<file path="src/verilog/lfu_defines.svh">
// constants of the logic function unit: bus offsets, field positions,
// reset values and configuration encodings.
// assumes nothing; definitions only.
`ifndef LFU_DEFINES_SVH
`define LFU_DEFINES_SVH

// register word offsets (word index on the avalon address port)
`define LFU_ADDR_TABLE_LO 2'h0
`define LFU_ADDR_TABLE_HI 2'h1
`define LFU_ADDR_STATUS 2'h2

// polarity invert vector bit positions
`define LFU_INV_AUX 0
`define LFU_INV_CLK 1
`define LFU_INV_CE 2
`define LFU_INV_LSR 3

// carry input source select
`define LFU_CIN_FABRIC 2'h0
`define LFU_CIN_OPERAND 2'h1
`define LFU_CIN_ONE 2'h2
`define LFU_CIN_ZERO 2'h3

// special gate select, only meaningful with both halves in five-input mode
`define LFU_SPECIAL_NONE 2'h0
`define LFU_SPECIAL_MUX 2'h1
`define LFU_SPECIAL_XOR 2'h2

// reset values
`define LFU_TABLE_RST 64'h0000_0000_0000_0000
`define LFU_STORE_RST 4'h0
`define LFU_WAIT_RST 1'b1

`endif

</file>
<file path="src/verilog/lfu_pkg.sv">
// types shared by the logic function unit and its bench.
// assumes lfu_defines.svh for numeric constants.
package lfu_pkg;

  typedef enum logic [3:0] {
    MODE_SPLIT = 4'b0001,
    MODE_RIPPLE = 4'b0010,
    MODE_SYNC_SINGLE_PORT_MEMORY = 4'b0100,
    MODE_SYNC_DUAL_PORT_MEMORY = 4'b1000
  } lut_mode_t;

  typedef enum logic [2:0] {
    HALF_F4 = 3'b001,
    HALF_F5 = 3'b010,
    HALF_MEM = 3'b100
  } half_mode_t;

  typedef struct packed {
    logic global_set_reset_n;
    logic carry_input;
    logic local_set_reset;
    logic ce;
    logic ck;
    logic c0;
    logic [3:0] wd;
    logic [4:0] b;
    logic [4:0] a;
  } pins_t;

  typedef struct packed {
    pins_t pin1;
    pins_t pin2;
    logic ck_prev;
    logic [63:0] table_bits;
    logic [3:0] store;
    logic [4:0] unit_out;
    logic carry_out;
    logic wait_req;
    logic [31:0] rdata;
  } state_t;

endpackage

</file>
<file path="src/verilog/logic_function_unit.sv">
// logic function unit: 64-bit table in four quarters plus four storage elements.
// assumes fabric pins arrive asynchronous to sys_clk_i and are synchronised here;
// configuration inputs are static straps held steady before reset release.
// Operation
// - twenty inputs, six outputs, meaning set by mode
// - two 5-bit operands, 4-bit write data, controls
// - table: halves of two quarters, quarter k drives k
// - storage from table or write data; bypass outputs
// - dual-port memory: write data feeds table memory
// - one clock, enable, set/reset for all four
// - every control input has an invert option; here only aux, clock, enable and local set/reset have one
// - enable low holds storage; enable may be disabled
// - per element set or clear; global always asynchronous
// - local set/reset sync or async, off by default
// - asynchronous set/reset overrides clocked capture
// - aux control feeds special gates, write enable
// - nine table modes supported
// - ripple mode takes the whole table
// - halves configured independently outside ripple/synchronous memory
// - paired four-input quarters share operand bits 1-3
// - paired outputs go to storage or unit outputs
// - five-input results on quarters zero and three
// - five-input and paired halves may mix
// - six-input function via mux special gate
// - table is readable and writable static memory
// - async 16x2 memory per half, selected separately
// - mux special: aux high selects quarter three
// - carry source: fabric, operand bit, one, zero
//
// Added by the designer: the placing of the registers and register access over Avalon-MM.
`include "lfu_defines.svh"
`timescale 1ns/1ps
`default_nettype none

module logic_function_unit
  import lfu_pkg::*;
(
  input wire logic sys_clk_i,
  input wire logic resetn_i,
  input wire logic [4:0] operand_upper_i,
  input wire logic [4:0] operand_lower_i,
  input wire logic [3:0] write_data_bus_i,
  input wire logic auxiliary_control_in_i,
  input wire logic cell_clock_i,
  input wire logic clock_enable_i,
  input wire logic local_set_reset_i,
  input wire logic carry_input_i,
  input wire logic global_set_reset_n_i,
  output logic [4:0] unit_out_o,
  output logic carry_output_o,
  input wire lut_mode_t lut_mode_i,
  input wire half_mode_t upper_mode_i,
  input wire half_mode_t lower_mode_i,
  input wire logic [1:0] special_i,
  input wire logic [3:0] invert_i,
  input wire logic aux_used_i,
  input wire logic ce_used_i,
  input wire logic lsr_used_i,
  input wire logic lsr_async_i,
  input wire logic latch_mode_i,
  input wire logic [3:0] set_value_i,
  input wire logic [3:0] store_src_i,
  input wire logic [3:0] bypass_i,
  input wire logic [1:0] carry_sel_i,
  input wire logic [1:0] avs_address_i,
  input wire logic avs_read_i,
  input wire logic avs_write_i,
  input wire logic [31:0] avs_writedata_i,
  input wire logic [3:0] avs_byteenable_i,
  output logic [31:0] avs_readdata_o,
  output logic avs_waitrequest_o
);

  state_t q;
  state_t s;

  function automatic logic lut16(input logic [15:0] t, input logic [3:0] idx);
    lut16 = t[idx];
  endfunction

  function automatic logic lut32(input logic [31:0] t, input logic [4:0] idx);
    lut32 = t[idx];
  endfunction

  always_comb begin
    pins_t p;
    logic aux;
    logic clk_lvl;
    logic ce_ok;
    logic lsr_on;
    logic gsr;
    logic clk_edge;
    logic capture;
    logic we_port;
    logic [3:0] f;
    logic [3:0] dsel;
    logic carry;
    logic prop;
    logic gen;
    logic is_ripple;
    logic [63:0] t;
    p = '0;
    aux = 1'b0;
    clk_lvl = 1'b0;
    ce_ok = 1'b0;
    lsr_on = 1'b0;
    gsr = 1'b0;
    clk_edge = 1'b0;
    capture = 1'b0;
    we_port = 1'b0;
    f = 4'h0;
    dsel = 4'h0;
    carry = 1'b0;
    prop = 1'b0;
    gen = 1'b0;
    is_ripple = 1'b0;
    t = q.table_bits;
    s = q;

    // two-stage synchroniser for every fabric pin; stage one feeds only stage two
    s.pin1.a = operand_upper_i;
    s.pin1.b = operand_lower_i;
    s.pin1.wd = write_data_bus_i;
    s.pin1.c0 = auxiliary_control_in_i;
    s.pin1.ck = cell_clock_i;
    s.pin1.ce = clock_enable_i;
    s.pin1.local_set_reset = local_set_reset_i;
    s.pin1.carry_input = carry_input_i;
    s.pin1.global_set_reset_n = global_set_reset_n_i;
    s.pin2 = q.pin1;
    p = q.pin2;

    // configuration straps are read, never stored or altered here
    aux = aux_used_i & (p.c0 ^ invert_i[`LFU_INV_AUX]);
    clk_lvl = p.ck ^ invert_i[`LFU_INV_CLK];
    ce_ok = ~ce_used_i | (p.ce ^ invert_i[`LFU_INV_CE]);
    lsr_on = lsr_used_i & (p.local_set_reset ^ invert_i[`LFU_INV_LSR]);
    gsr = ~p.global_set_reset_n;
    clk_edge = clk_lvl & ~q.ck_prev;
    s.ck_prev = clk_lvl;
    // with aux unused the write port is always enabled
    we_port = ~aux_used_i | aux;
    is_ripple = (lut_mode_i == MODE_RIPPLE);

    // table read side, quarter k lives in bits 16k+15..16k
    case (lut_mode_i)
      MODE_RIPPLE: begin
        // whole table is the ripple chain, nothing else shares it
        case (carry_sel_i)
          `LFU_CIN_FABRIC: carry = p.carry_input;
          `LFU_CIN_OPERAND: carry = p.b[4];
          `LFU_CIN_ONE: carry = 1'b1;
          default: carry = 1'b0;
        endcase
        for (int k = 0; k < 4; k++) begin
          // low 8 entries propagate, high 8 generate, indexed by mode bit a4
          prop = lut16(t[16*k +: 16], {1'b0, p.a[4], p.a[k], p.b[k]});
          gen = lut16(t[16*k +: 16], {1'b1, p.a[4], p.a[k], p.b[k]});
          f[k] = prop ^ carry;
          carry = prop ? carry : gen;
        end
      end
      MODE_SYNC_SINGLE_PORT_MEMORY: begin
        for (int k = 0; k < 4; k++) begin
          f[k] = lut16(t[16*k +: 16], p.a[3:0]);
        end
      end
      MODE_SYNC_DUAL_PORT_MEMORY: begin
        // lower half answers the write address, upper half the read address
        f[0] = lut16(t[15:0], p.a[3:0]);
        f[1] = lut16(t[31:16], p.a[3:0]);
        f[2] = lut16(t[47:32], p.b[3:0]);
        f[3] = lut16(t[63:48], p.b[3:0]);
      end
      default: begin
        // each half follows its own mode
        case (upper_mode_i)
          HALF_F4: begin
            f[2] = lut16(t[47:32], p.a[3:0]);
            f[3] = lut16(t[63:48], {p.a[3:1], p.a[4]});
          end
          HALF_F5: begin
            f[3] = lut32(t[63:32], p.a);
          end
          HALF_MEM: begin
            f[2] = lut16(t[47:32], p.a[3:0]);
            f[3] = lut16(t[63:48], p.a[3:0]);
          end
          default: begin
            f[3:2] = 2'b00;
          end
        endcase
        case (lower_mode_i)
          HALF_F4: begin
            f[0] = lut16(t[15:0], p.b[3:0]);
            f[1] = lut16(t[31:16], {p.b[3:1], p.b[4]});
          end
          HALF_F5: begin
            f[0] = lut32(t[31:0], p.b);
          end
          HALF_MEM: begin
            f[0] = lut16(t[15:0], p.b[3:0]);
            f[1] = lut16(t[31:16], p.b[3:0]);
          end
          default: begin
            f[1:0] = 2'b00;
          end
        endcase
        if (upper_mode_i == HALF_F5 && lower_mode_i == HALF_F5 &&
            special_i != `LFU_SPECIAL_NONE) begin
          // same operands on both buses plus aux makes any six-input function
          if (special_i == `LFU_SPECIAL_MUX) begin
            f[1] = aux ? f[3] : f[0];
          end else begin
            f[1] = f[3] ^ f[0] ^ aux;
          end
          f[2] = ~(f[3] & f[0] & aux);
        end
      end
    endcase

    // bus writes land first so a same-cycle hardware write wins the bit
    if (avs_write_i && !q.wait_req) begin
      for (int n = 0; n < 4; n++) begin
        if (avs_byteenable_i[n]) begin
          if (avs_address_i == `LFU_ADDR_TABLE_LO) begin
            s.table_bits[8*n +: 8] = avs_writedata_i[8*n +: 8];
          end else if (avs_address_i == `LFU_ADDR_TABLE_HI) begin
            s.table_bits[32 + 8*n +: 8] = avs_writedata_i[8*n +: 8];
          end
        end
      end
    end

    // table write side
    case (lut_mode_i)
      MODE_SPLIT: begin
        // asynchronous memory writes follow the write-enable level
        if (upper_mode_i == HALF_MEM && p.a[4] && we_port) begin
          s.table_bits[32 + int'(p.a[3:0])] = p.wd[2];
          s.table_bits[48 + int'(p.a[3:0])] = p.wd[3];
        end
        if (lower_mode_i == HALF_MEM && p.b[4] && we_port) begin
          s.table_bits[int'(p.b[3:0])] = p.wd[0];
          s.table_bits[16 + int'(p.b[3:0])] = p.wd[1];
        end
      end
      MODE_SYNC_SINGLE_PORT_MEMORY: begin
        if (clk_edge && p.a[4] && we_port) begin
          for (int k = 0; k < 4; k++) begin
            s.table_bits[16*k + int'(p.a[3:0])] = p.wd[k];
          end
        end
      end
      MODE_SYNC_DUAL_PORT_MEMORY: begin
        // both halves hold the same 16x2 image so the read port sees the writes
        if (clk_edge && p.a[4] && we_port) begin
          s.table_bits[int'(p.a[3:0])] = p.wd[0];
          s.table_bits[16 + int'(p.a[3:0])] = p.wd[1];
          s.table_bits[32 + int'(p.a[3:0])] = p.wd[0];
          s.table_bits[48 + int'(p.a[3:0])] = p.wd[1];
        end
      end
      default: begin
        s.table_bits = s.table_bits;
      end
    endcase

    // storage elements share clock, enable and set/reset
    // latch is transparent while the clock level is active
    capture = ce_ok & (latch_mode_i ? clk_lvl : clk_edge);
    for (int k = 0; k < 4; k++) begin
      // synchronous memory modes take write data into the table, not the storage
      dsel[k] = (store_src_i[k] && lut_mode_i != MODE_SYNC_DUAL_PORT_MEMORY &&
                 lut_mode_i != MODE_SYNC_SINGLE_PORT_MEMORY) ? p.wd[k] : f[k];
      if (gsr || (lsr_on && lsr_async_i)) begin
        s.store[k] = set_value_i[k];
      end else if (capture) begin
        s.store[k] = (lsr_on && !lsr_async_i) ? set_value_i[k] : dsel[k];
      end
    end

    // outputs pick storage or the quarter result directly
    for (int k = 0; k < 4; k++) begin
      s.unit_out[k] = bypass_i[k] ? f[k] : s.store[k];
    end
    s.unit_out[4] = is_ripple & carry;
    s.carry_out = is_ripple & carry;

    // avalon slave: one wait cycle, answer on the second cycle of a request
    s.wait_req = ~((avs_read_i | avs_write_i) & q.wait_req);
    if (avs_read_i && q.wait_req) begin
      case (avs_address_i)
        `LFU_ADDR_TABLE_LO: s.rdata = t[31:0];
        `LFU_ADDR_TABLE_HI: s.rdata = t[63:32];
        `LFU_ADDR_STATUS: s.rdata = {22'h0, q.carry_out, q.unit_out, q.store};
        default: s.rdata = 32'h0000_0000;
      endcase
    end
  end

  always_ff @(posedge sys_clk_i or negedge resetn_i) begin
    if (!resetn_i) begin
      q <= '0;
      q.table_bits <= `LFU_TABLE_RST;
      q.store <= `LFU_STORE_RST;
      q.wait_req <= `LFU_WAIT_RST;
    end else begin
      q <= s;
    end
  end

  assign unit_out_o = q.unit_out;
  assign carry_output_o = q.carry_out;
  assign avs_readdata_o = q.rdata;
  assign avs_waitrequest_o = q.wait_req;

endmodule

`default_nettype wire

</file>
<file path="config.mk">
export PLATFORM = sky130hd
export DESIGN_NAME = logic_function_unit
export DESIGN_NICKNAME = d
export VERILOG_FILES = /design/src/verilog/lfu_pkg.sv /design/src/verilog/logic_function_unit.sv
export VERILOG_INCLUDE_DIRS = /design/src /design/src/verilog
export SDC_FILE = /design/constraint.sdc
export NUM_CORES = 1
export LEC_CHECK = 0
export BUFFER_PORTS_ARGS = -buffer_cell sky130_fd_sc_hd__buf_2
export CAP_MARGIN = 40
export CELL_PAD_IN_SITES_DETAIL_PLACEMENT = 1
export CELL_PAD_IN_SITES_GLOBAL_PLACEMENT = 1
export CORE_ASPECT_RATIO = 0.9
export CORE_MARGIN = 2
export CORE_UTILIZATION = 40
export CTS_CLUSTER_DIAMETER = 40
export DETAILED_ROUTE_END_ITERATION = 10
export GPL_ROUTABILITY_DRIVEN = 1
export GPL_TIMING_DRIVEN = 0
export PLACE_DENSITY_LB_ADDON = 0.1
export RECOVER_POWER = 25
export SYNTH_ARGS = -nofsm -noshare
export SYNTH_HDL_FRONTEND = slang
export SYNTH_SLANG_ARGS = --single-unit
</file>
<file path="constraint.sdc">
create_clock -name sys_clk_i -period 4.1 [get_ports sys_clk_i]
set_input_delay 0.41 -clock sys_clk_i [delete_from_list [all_inputs] [get_ports sys_clk_i]]
set_output_delay 0.41 -clock sys_clk_i [all_outputs]
set_load 0.02 [all_outputs]
</file>
==> impl_metrics.tcl, run 1 <==
set metrics [dict create \
    p_leak_uw 0.00514 \
    num-fill-cells 2640 \
    wl_um 36500 \
    gr-usage-met1_pct 40.0 \
    gp_congestion 0.936 \
    wl_per_cell_um 26.0 \
    grt_max_degree 89 \
    drtIter0Drc 800 \
    core_area_um2 23300 \
    grt_pass1_vias 8611 \
    path_clk_slew_ns 0.07 \
    max_freq_mhz 255 \
    slew_viol_final 60 \
    num_antenna_cells 0 \
    syn_to_final_growth_pct 18.0 \
    synth_edf_count 0 \
    end_kind "flop" \
    finalNonFillerCells 1402 \
    violations "capacitance limit, slew limit" \
    use_met2_pct 46.7 \
    outcome "complete, but fails checks" \
    grt_pass1_wl_um 54400 \
    dr.pass1.iters 5 \
    finalSetupViolCount 0 \
    worstRegToRegCells 16 \
    vias_per_cell 6.13 \
    die_area_um2 24900 \
    insertion_delay_ns 0.44 \
    layout-drive-gt1-share_pct 25.9 \
    io_buffers 132 \
    period_minus_slack_ns 3.92 \
    rsz0062_at_grt "false" \
    reg2reg_from "q[115]" \
    cts_tree "built" \
    fp.dieH_um 150 \
    worst-slew-pin-transition_ns 2.80 \
    nets 1185 \
    ys_warn_count 0 \
    fin_tns_setup_ns 0 \
    drv_cap 1 \
    critPathMaxStageDelay_ns 0.37 \
    syn_inst 932 \
    syn_area_um2 9460 \
    skew_ns 0.0117 \
    post_cts_buffers 0 \
    rows 53 \
    crit_path_start "q[115]" \
    holdCritPathClass "in -> reg" \
    grt_busiest_layer "met2" \
    r2r-end "q[41]" \
    hold_viol_final 0 \
    cts_repair_resize_count 0 \
    grt_use_met3_pct 6.45 \
    ys_async_sr_fraction_pct 100 \
    finalCritPeriodShare_pct 95.7 \
    worstPathMaxFanout 10 \
    ios 136 \
    vdd_drop_max_uv 208 \
    min_from "operand_upper_i[3]" \
    cp_slowest_cell "buf_2" \
    die_w_um 166 \
    ys_types 67 \
    required_ns 4.46 \
    final_common_cell "dfrtp_1" \
    final_cell_mix "146 x dfrtp_1, 143 x buf_2, 104 x nand2_1" \
    drc 0 \
    maxSlewHeadroom_pct -86.7 \
    dp_cells 1371 \
    setup.worst_path.start_class "flop" \
    synth_area_per_cell_um2 10.2 \
    path_class "reg -> reg" \
    via_count 8590 \
    whs_path_depth 1 \
    clock-sinks 147 \
    synthesis.nets 1030 \
    cts_buffer_depth 2 \
    antenna_found_initial 0 \
    overflow 0 \
    cts-htree-levels 4 \
    ys_ff_latch 147 \
    synthFlopType "dfrtp_1" \
    place_hpwl_um 28100 \
    cts-root-buf "clkbuf_16" \
    track_usage_pct 29.6 \
    p_per_area_nw_per_um2 484 \
    initial_core_util_pct 40.6 \
    antenna_left 0 \
    worst-r2r-setup-slack_ns 0.18 \
    cts_buffers 17 \
    ys_seq_area_share_pct 38.9 \
    arrival_ns 4.28 \
    path_cells "buf_2 > buf_2 > mux4_1 > mux2_2 > a21oi_2 > a211oi_1 > a21oi_2 > inv_1 > ha_1 > a31oi_1 > nor2_1 > a2bb2o_1 > nand2_1 > a22o_1 > a211o_1 > a21oi_1" \
    hold_path_end "q[131]" \
]
[layout make-up]
type	instances	area (um2)	share of cell area [%]
well taps	302	378	3.39
clock buffers	17	425	3.81
inverters	16	60.1	0.538
clock inverters	15	169	1.51
flip-flops and latches	147	3680	33.0
plain buffers	88	515	4.62
repair buffers	138	729	6.54
multi-input cells	679	5200	46.6
[cell usage after synthesis (4+ instances only)]
cell | n | share of area, %
nand3_1 | 15 | 0.79
inv_1 | 15 | 0.60
and3_1 | 6 | 0.40
nor3_1 | 13 | 0.69
a211oi_1 | 7 | 0.56
xor2_1 | 4 | 0.37
nand2b_1 | 21 | 1.4
o21ai_0 | 69 | 3.6
buf_2 | 11 | 0.58
mux4_1 | 13 | 3.6
o22ai_1 | 26 | 1.7
nand2_1 | 104 | 4.1
mux2i_1 | 87 | 9.2
xnor2_1 | 7 | 0.65
buf_1 | 8 | 0.32
a21oi_1 | 64 | 3.4
nor4b_1 | 6 | 0.56
dfrtp_1 | 146 | 39
a22o_1 | 5 | 0.46
a31oi_1 | 7 | 0.46
clkbuf_1 | 30 | 1.2
mux4_2 | 42 | 10
o221ai_1 | 10 | 0.93
mux2_2 | 17 | 2.0
o211ai_1 | 8 | 0.63
buf_4 | 37 | 2.9
nor2_1 | 68 | 2.7
nor3b_1 | 4 | 0.32
nor2b_1 | 12 | 0.79
nand3b_1 | 4 | 0.32
[how the worst max path moves through the flow]
stage                     endpoint  slack, ns  cells past startpoint
after floorplan              q[41]       0.94                     16
after global placement       q[73]       0.15                      6
after detailed placement     q[41]       0.12                     15
after CTS                    q[41]       0.06                     15
after global routing         q[41]      0.008                     14
final                        q[41]       0.18                     16
[kinds of logic (layout without fill, tap and decap cells)]
family,count (synthesis),in the layout,share of synthesized area [%]
AND/OR/NAND/NOR,270,270,13.4
AO/OA/AOI/OAI,238,238,15.6
multiplexers,159,159,24.8
flip-flops,147,147,38.9
buffers and inverters,106,274,6.18
XOR/XNOR,11,11,1.02
adder cells (fa/ha/maj),1,1,0.132
[repair_timing]
action,in CTS,in global routing
hold buffers,1,0
endpoints found under the hold margin,59,0
setup endpoints to repair,0,1
[metal layers]
metal  part of all wire (%)  wire length (um)  vias up
met5                      0                 0        -
met1                     42             15300     4294
met3                    9.0              3290       80
met4                    3.9              1410        0
met2                     45             16500      456
li1                       -                 -     3760
[stage by stage]
| step | total power, uW | area (um2) | hold slack (ns) | util, % | worst slack, ns |
|---|---|---|---|---|---|
| 3_3_place_gp | 3690 | 10500 | 0.332 | 45.1 | 0.154 |
| 2_1_floorplan | 3060 | 9460 | 0.114 | - | 0.945 |
| 3_5_place_dp | 3750 | 10600 | 0.336 | 45.4 | 0.121 |
| 6_report | 5410 | 11200 | 0.0670 | 47.9 | 0.176 |
| 5_1_grt | 5620 | 11200 | 0.0595 | 47.9 | 0.00825 |
| 4_1_cts | 5380 | 11200 | 0.0613 | 48.0 | 0.0628 |
[critical path: cells and delay by family (launching register included)]
| family | cells | cell delay, ns |
|---|---|---|
| muxes | 2 | 0.63 |
| AOI/OAI and AO/OA | 8 | 1.84 |
| DFF | 1 | 0.32 |
| buffers and inverters | 3 | 0.70 |
| and+or+nand+nor | 2 | 0.16 |
| adders and majority gates | 1 | 0.20 |
[sequential cells by signal (all words and copies together) (netlist names)]
| register | cells |
|---|---|
| avs_readdata_o | 32 |
| avs_waitrequest_o | 1 |
| carry_output_o | 1 |
| q | 109 |
| unit_out_o | 4 |
[power breakdown]
part,leakage [uW],total [uW],switching (uW),internal [uW]
Clock,0.000289,1620,706,913
Sequential,0.00182,2230,516,1720
Combinational,0.00303,1550,770,784
No activity file was read; power rests on OpenSTA's default activity.
==> run 2: changes to the inputs <==
Settings changed: CORE_MARGIN 2 to default, CORE_UTILIZATION 40 to 45.
==> impl_metrics.tcl, run 2 (synthesized netlist as in run 1, its figures left out) <==
set metrics [dict create \
    outcome "complete, but fails checks" \
    violations "capacitance limit, slew limit" \
    drv_cap 1 \
    layout-drive-gt1-share_pct 25.8 \
    num_antenna_cells 0 \
    syn_to_final_growth_pct 17.6 \
    initial_core_util_pct 46.6 \
    holdCritPathClass "in -> reg" \
    finalCritPeriodShare_pct 99.4 \
    rsz0062_at_grt "false" \
    period_minus_slack_ns 4.07 \
    clock-sinks 147 \
    path_class "reg -> reg" \
    ios 136 \
    io_buffers 132 \
    p_per_area_nw_per_um2 478 \
    track_usage_pct 34.4 \
    dr.pass1.iters 5 \
    die_area_um2 21600 \
    overflow 0 \
    multiInputGateArea_um2 5200 \
    cts-root-buf "clkbuf_16" \
    antenna_left 0 \
    arrival_ns 4.44 \
    rows 49 \
    largest_reg_flops 109 \
    wl_per_cell_um 26.3 \
    path_clk_slew_ns 0.08 \
    grt_pass1_wl_um 54500 \
    worstPathMaxFanout 10 \
    grt_max_degree 56 \
    finalSetupViolCount 0 \
    register_area_um2 3680 \
    crit_buf_inv 2 \
    nets 1188 \
    crit_family "compound AO/OA/AOI/OAI gates" \
    final_common_cell "dfrtp_1" \
    grt_pass1_vias 8768 \
    num-fill-cells 2335 \
    internal-power_uw 3300 \
    place_hpwl_um 28000 \
    vdd_drop_max_uv 246 \
    critPathMaxStageDelay_ns 0.35 \
    cts_buffer_depth 2 \
    fp.dieH_um 140 \
    skew_ns 0.0175 \
    final_area_um2 11100 \
    total_power_uw 5320 \
    path_cells "clkbuf_1 > clkbuf_4 > mux4_2 > mux2i_1 > o22ai_1 > a211oi_1 > o211ai_1 > ha_1 > a31oi_1 > nor2_1 > a2bb2o_1 > nand2_1 > a22o_1 > a211o_1 > a21oi_1" \
    placed_area_um2 10600 \
    drc 0 \
    worst-slew-pin-transition_ns 2.55 \
    via_count 8816 \
    gp_congestion 0.973 \
    final_cell_mix "146 x dfrtp_1, 142 x buf_2, 104 x nand2_1" \
    fin_tns_setup_ns 0 \
    wl_um 36300 \
    end_kind "flop" \
    p_leak_uw 0.00512 \
    cts_buffers 17 \
    core_area_um2 20300 \
    p_switching_uw 2020 \
    seqPwrFrac_pct 42.0 \
    cts_tree "built" \
    power_frac_comb_pct 29.6 \
    setup.worst_path.start_class "flop" \
    hold_viol_final 0 \
    die_w_um 155 \
    cp_slowest_cell "clkbuf_1" \
    antenna_found_initial 0 \
    insertion_delay_ns 0.45 \
    maxSlewHeadroom_pct -70.0 \
    drtIter0Drc 855 \
    required_ns 4.47 \
    clkPwrFrac_pct 28.4 \
    post_cts_buffers 0 \
    vias_per_cell 6.37 \
    slew_viol_final 45 \
    cts-htree-levels 4 \
    max_freq_mhz 245 \
    largest_register "q" \
    swShare_pct 37.9 \
]
## run 2: cell count changes in the layout (fill, tap and decap cells not counted), moves of 2 or more
cell | previous run | this run
clkbuf_1 | 29 | 33
bufinv_16 | 2 | 0
clkinv_2 | 2 | 0
clkinvlp_4 | 2 | 4
## run 2: repair_timing
| item | in CTS | in global routing |
|---|---|---|
| resized for setup | 0 | 1 |
| hold buffers | 1 | 0 |
| setup endpoints to repair | 0 | 1 |
| endpoints found under the hold margin | 43 | 0 |
## run 2: area by class of cell
cell class / instances / share of cell area [%]
buffer: 90 / 4.73
clock buffer: 19 / 3.89
clock inverter: 13 / 1.05
inverter: 16 / 0.540
multi-input combinational: 679 / 46.8
sequential: 147 / 33.1
tap: 280 / 3.15
timing repair buffer: 139 / 6.81
## run 2: routing by layer
metal | track usage, % | part of all wire, % | wire length, um | up-vias
li1 | - | - | - | 3783
met1 | 47.3 | 41 | 14900 | 4466
met2 | 53.2 | 46 | 16700 | 470
met3 | 6.57 | 9.0 | 3260 | 97
met4 | 15.2 | 3.8 | 1400 | 0
met5 | 0 | 0 | 0 | -
## run 2: worst reg2reg max path, cell delays in order (launching register included)
cell,delay [ns]
dfrtp_1,0.33
clkbuf_1,0.35
clkbuf_4,0.35
mux4_2,0.32
mux2i_1,0.26
o22ai_1,0.15
a211oi_1,0.24
o211ai_1,0.32
ha_1,0.31
a31oi_1,0.30
nor2_1,0.11
a2bb2o_1,0.29
nand2_1,0.05
a22o_1,0.26
a211o_1,0.23
a21oi_1,0.14
## run 2: power by group through the flow
stage	Clock (uW)	Combinational, uW	Sequential [uW]
floorplan	0	1130	1940
global placement	0	1490	2190
detailed placement	0	1550	2210
CTS	1520	1560	2180
global route	1570	1690	2230
finish	1510	1570	2230
## run 2: path summary, 6_finish.rpt
| check | end | startpoint | depth (start not counted) | slack, ns |
|---|---|---|---|---|
| max in group asynchronous | q[84] | resetn_i | 4 | 1.29 |
| worst max register to register | q[41] | q[109] | 15 | 0.03 |
| min in group asynchronous | avs_readdata_o[28] | resetn_i | 2 | 1.31 |
| worst min-delay path | q[136] | operand_lower_i[3] | 1 | 0.06 |
| worst min register to register | q[117] | q[137] | 0 | 0.35 |
| worst max-delay path | q[41] | q[109] | 15 | 0.03 |
## run 2: per-stage QoR
stage / util (%) / hold WS (ns) / instances / setup WS (ns)
4_1_cts: 54.9 / 0.0564 / 1383 / 0.128
3_3_place_gp: 51.6 / 0.332 / 1344 / 0.240
6_report: 54.8 / 0.0625 / 1383 / 0.0264
2_1_floorplan: - / 0.114 / 932 / 0.945
3_5_place_dp: 52.1 / 0.336 / 1350 / 0.188
5_1_grt: 54.8 / 0.0590 / 1383 / 0.0242
==> run 3: changes to the inputs <==
Settings changed: CAP_MARGIN 40 to 20, CELL_PAD_IN_SITES_DETAIL_PLACEMENT 1 to 0, CELL_PAD_IN_SITES_GLOBAL_PLACEMENT 1 to 2, CORE_UTILIZATION 45 to 37, CTS_CLUSTER_SIZE from default to 12.
==> impl_metrics.tcl, run 3 (synthesized netlist as in run 1, its figures left out) <==
set metrics [dict create \
    fin_tns_setup_ns 0 \
    gp_congestion 0.951 \
    largest_reg_flops 109 \
    cp_slowest_cell "buf_2" \
    antenna_left 0 \
    cts-root-buf "clkbuf_16" \
    track_usage_pct 28.6 \
    outcome "complete, but fails checks" \
    final_cell_mix "146 x dfrtp_1, 141 x buf_2, 104 x nand2_1" \
    drtIter0Drc 732 \
    finalSetupViolCount 0 \
    antenna_found_initial 0 \
    vias_per_cell 5.81 \
    rsz0062_at_grt "false" \
    clock-sinks 147 \
    initial_core_util_pct 37.7 \
    setup.worst_path.start_class "flop" \
    period_minus_slack_ns 3.83 \
    timing.hold.ws_ns 0.0709 \
    holdCritPathClass "in -> reg" \
    grt_pass1_wl_um 53700 \
    path_class "reg -> reg" \
    grt_pass1_vias 8137 \
    p_per_area_nw_per_um2 474 \
    critPathMaxStageDelay_ns 0.38 \
    hold_viol_final 0 \
    ios 136 \
    fp.dieH_um 154 \
    violations "capacitance limit, slew limit" \
    arrival_ns 4.19 \
    grt_max_degree 88 \
    crit_family "compound AO/OA/AOI/OAI gates" \
    num_antenna_cells 0 \
    drc 0 \
    wl_per_cell_um 25.1 \
    rows 55 \
    syn_to_final_growth_pct 18.1 \
    cts_tree "built" \
    max_freq_mhz 261 \
    p_leak_uw 0.00511 \
    slew_viol_final 61 \
    cts_buffer_depth 2 \
    via_count 8366 \
    die_area_um2 26200 \
    wl_um 36100 \
    final_common_cell "dfrtp_1" \
    drv_cap 1 \
    vdd_drop_max_uv 253 \
    place_hpwl_um 28100 \
    die_w_um 171 \
    insertion_delay_ns 0.45 \
    path_clk_slew_ns 0.07 \
    maxSlewHeadroom_pct -79.8 \
    post_cts_buffers 0 \
    cts-htree-levels 4 \
    overflow 0 \
    worst-slew-pin-transition_ns 2.70 \
    nets 1183 \
    largest_register "q" \
    num-fill-cells 2511 \
    layout-drive-gt1-share_pct 25.9 \
    cts_buffers 17 \
    postLayoutCoreUtil_pct 44.5 \
    finalCritPeriodShare_pct 93.4 \
    core_area_um2 25100 \
    io_buffers 132 \
    worstPathMaxFanout 10 \
    crit_buf_inv 3 \
    required_ns 4.46 \
    end_kind "flop" \
    skew_ns 0.0156 \
    path_cells "buf_2 > buf_2 > mux4_1 > mux2_2 > a21oi_2 > a211oi_1 > a21oi_2 > inv_1 > ha_1 > a31oi_1 > nor2_1 > a2bb2o_1 > nand2_1 > a22o_1 > a211o_1 > a21oi_1" \
    dr.pass1.iters 5 \
]
==> run 3: area by class of cell <==
| class | count | area [um2] | share of cell area [%] |
|---|---|---|---|
| flip-flops and latches | 147 | 3680 | 32.9 |
| inverters | 16 | 60.1 | 0.537 |
| repair buffers | 135 | 709 | 6.35 |
| plain buffers | 89 | 523 | 4.68 |
| clock inverters | 13 | 113 | 1.01 |
| clock buffers | 19 | 453 | 4.05 |
| well taps | 342 | 428 | 3.83 |
| multi-input cells | 679 | 5210 | 46.6 |
==> run 3: worst paths after layout <==
check / start / endpoint / slack (ns) / cells past startpoint
max in group asynchronous: resetn_i / q[92] / 1.04 / 2
hold reg to reg: q[136] / q[116] / 0.34 / 0
min in group asynchronous: resetn_i / q[126] / 1.50 / 2
hold / removal: write_data_bus_i[1] / q[139] / 0.07 / 1
setup / recovery: q[115] / q[41] / 0.27 / 16
setup reg to reg: q[115] / q[41] / 0.27 / 16
==> run 3: what timing repair did <==
action,4_1_cts,5_1_grt
hold buffers,1,0
endpoints found under the hold margin,59,0
resized for setup,0,1
endpoints found under the setup margin,0,1
==> run 3: routing by layer <==
layer	global-route usage (%)	vias up	wire length (um)
met1	41.3	4141	16500
met3	4.63	59	2310
li1	-	3768	-
met5	0	-	0
met2	42.9	398	16200
met4	10.4	0	1090
==> run 3: power by group <==
group	total (uW)	switching (uW)	internal, uW	leakage, uW
combinational	1530	750	783	0.00302
sequential	2220	502	1720	0.00182
clock	1540	720	825	0.000270
==> run 3: per-stage QoR <==
step                instances  worst slack [ns]  total power [uW]  instance area (um2)
floorplan                 932             0.945              3060                 9460
global placement         1406           -0.0151              3720                10600
detailed placement       1408             0.172              3740                10600
CTS                      1441             0.142              5290                11200
global route             1440            0.0783              5540                11200
finish                   1440             0.271              5300                11200
==> run 3: worst reg2reg max path, stage by stage, from the launching register on <==
cell	delay (ns)
dfrtp_1	0.31
buf_2	0.26
buf_2	0.39
mux4_1	0.34
mux2_2	0.29
a21oi_2	0.28
a211oi_1	0.10
a21oi_2	0.19
inv_1	0.07
ha_1	0.19
a31oi_1	0.23
nor2_1	0.10
a2bb2o_1	0.29
nand2_1	0.06
a22o_1	0.27
a211o_1	0.24
a21oi_1	0.15
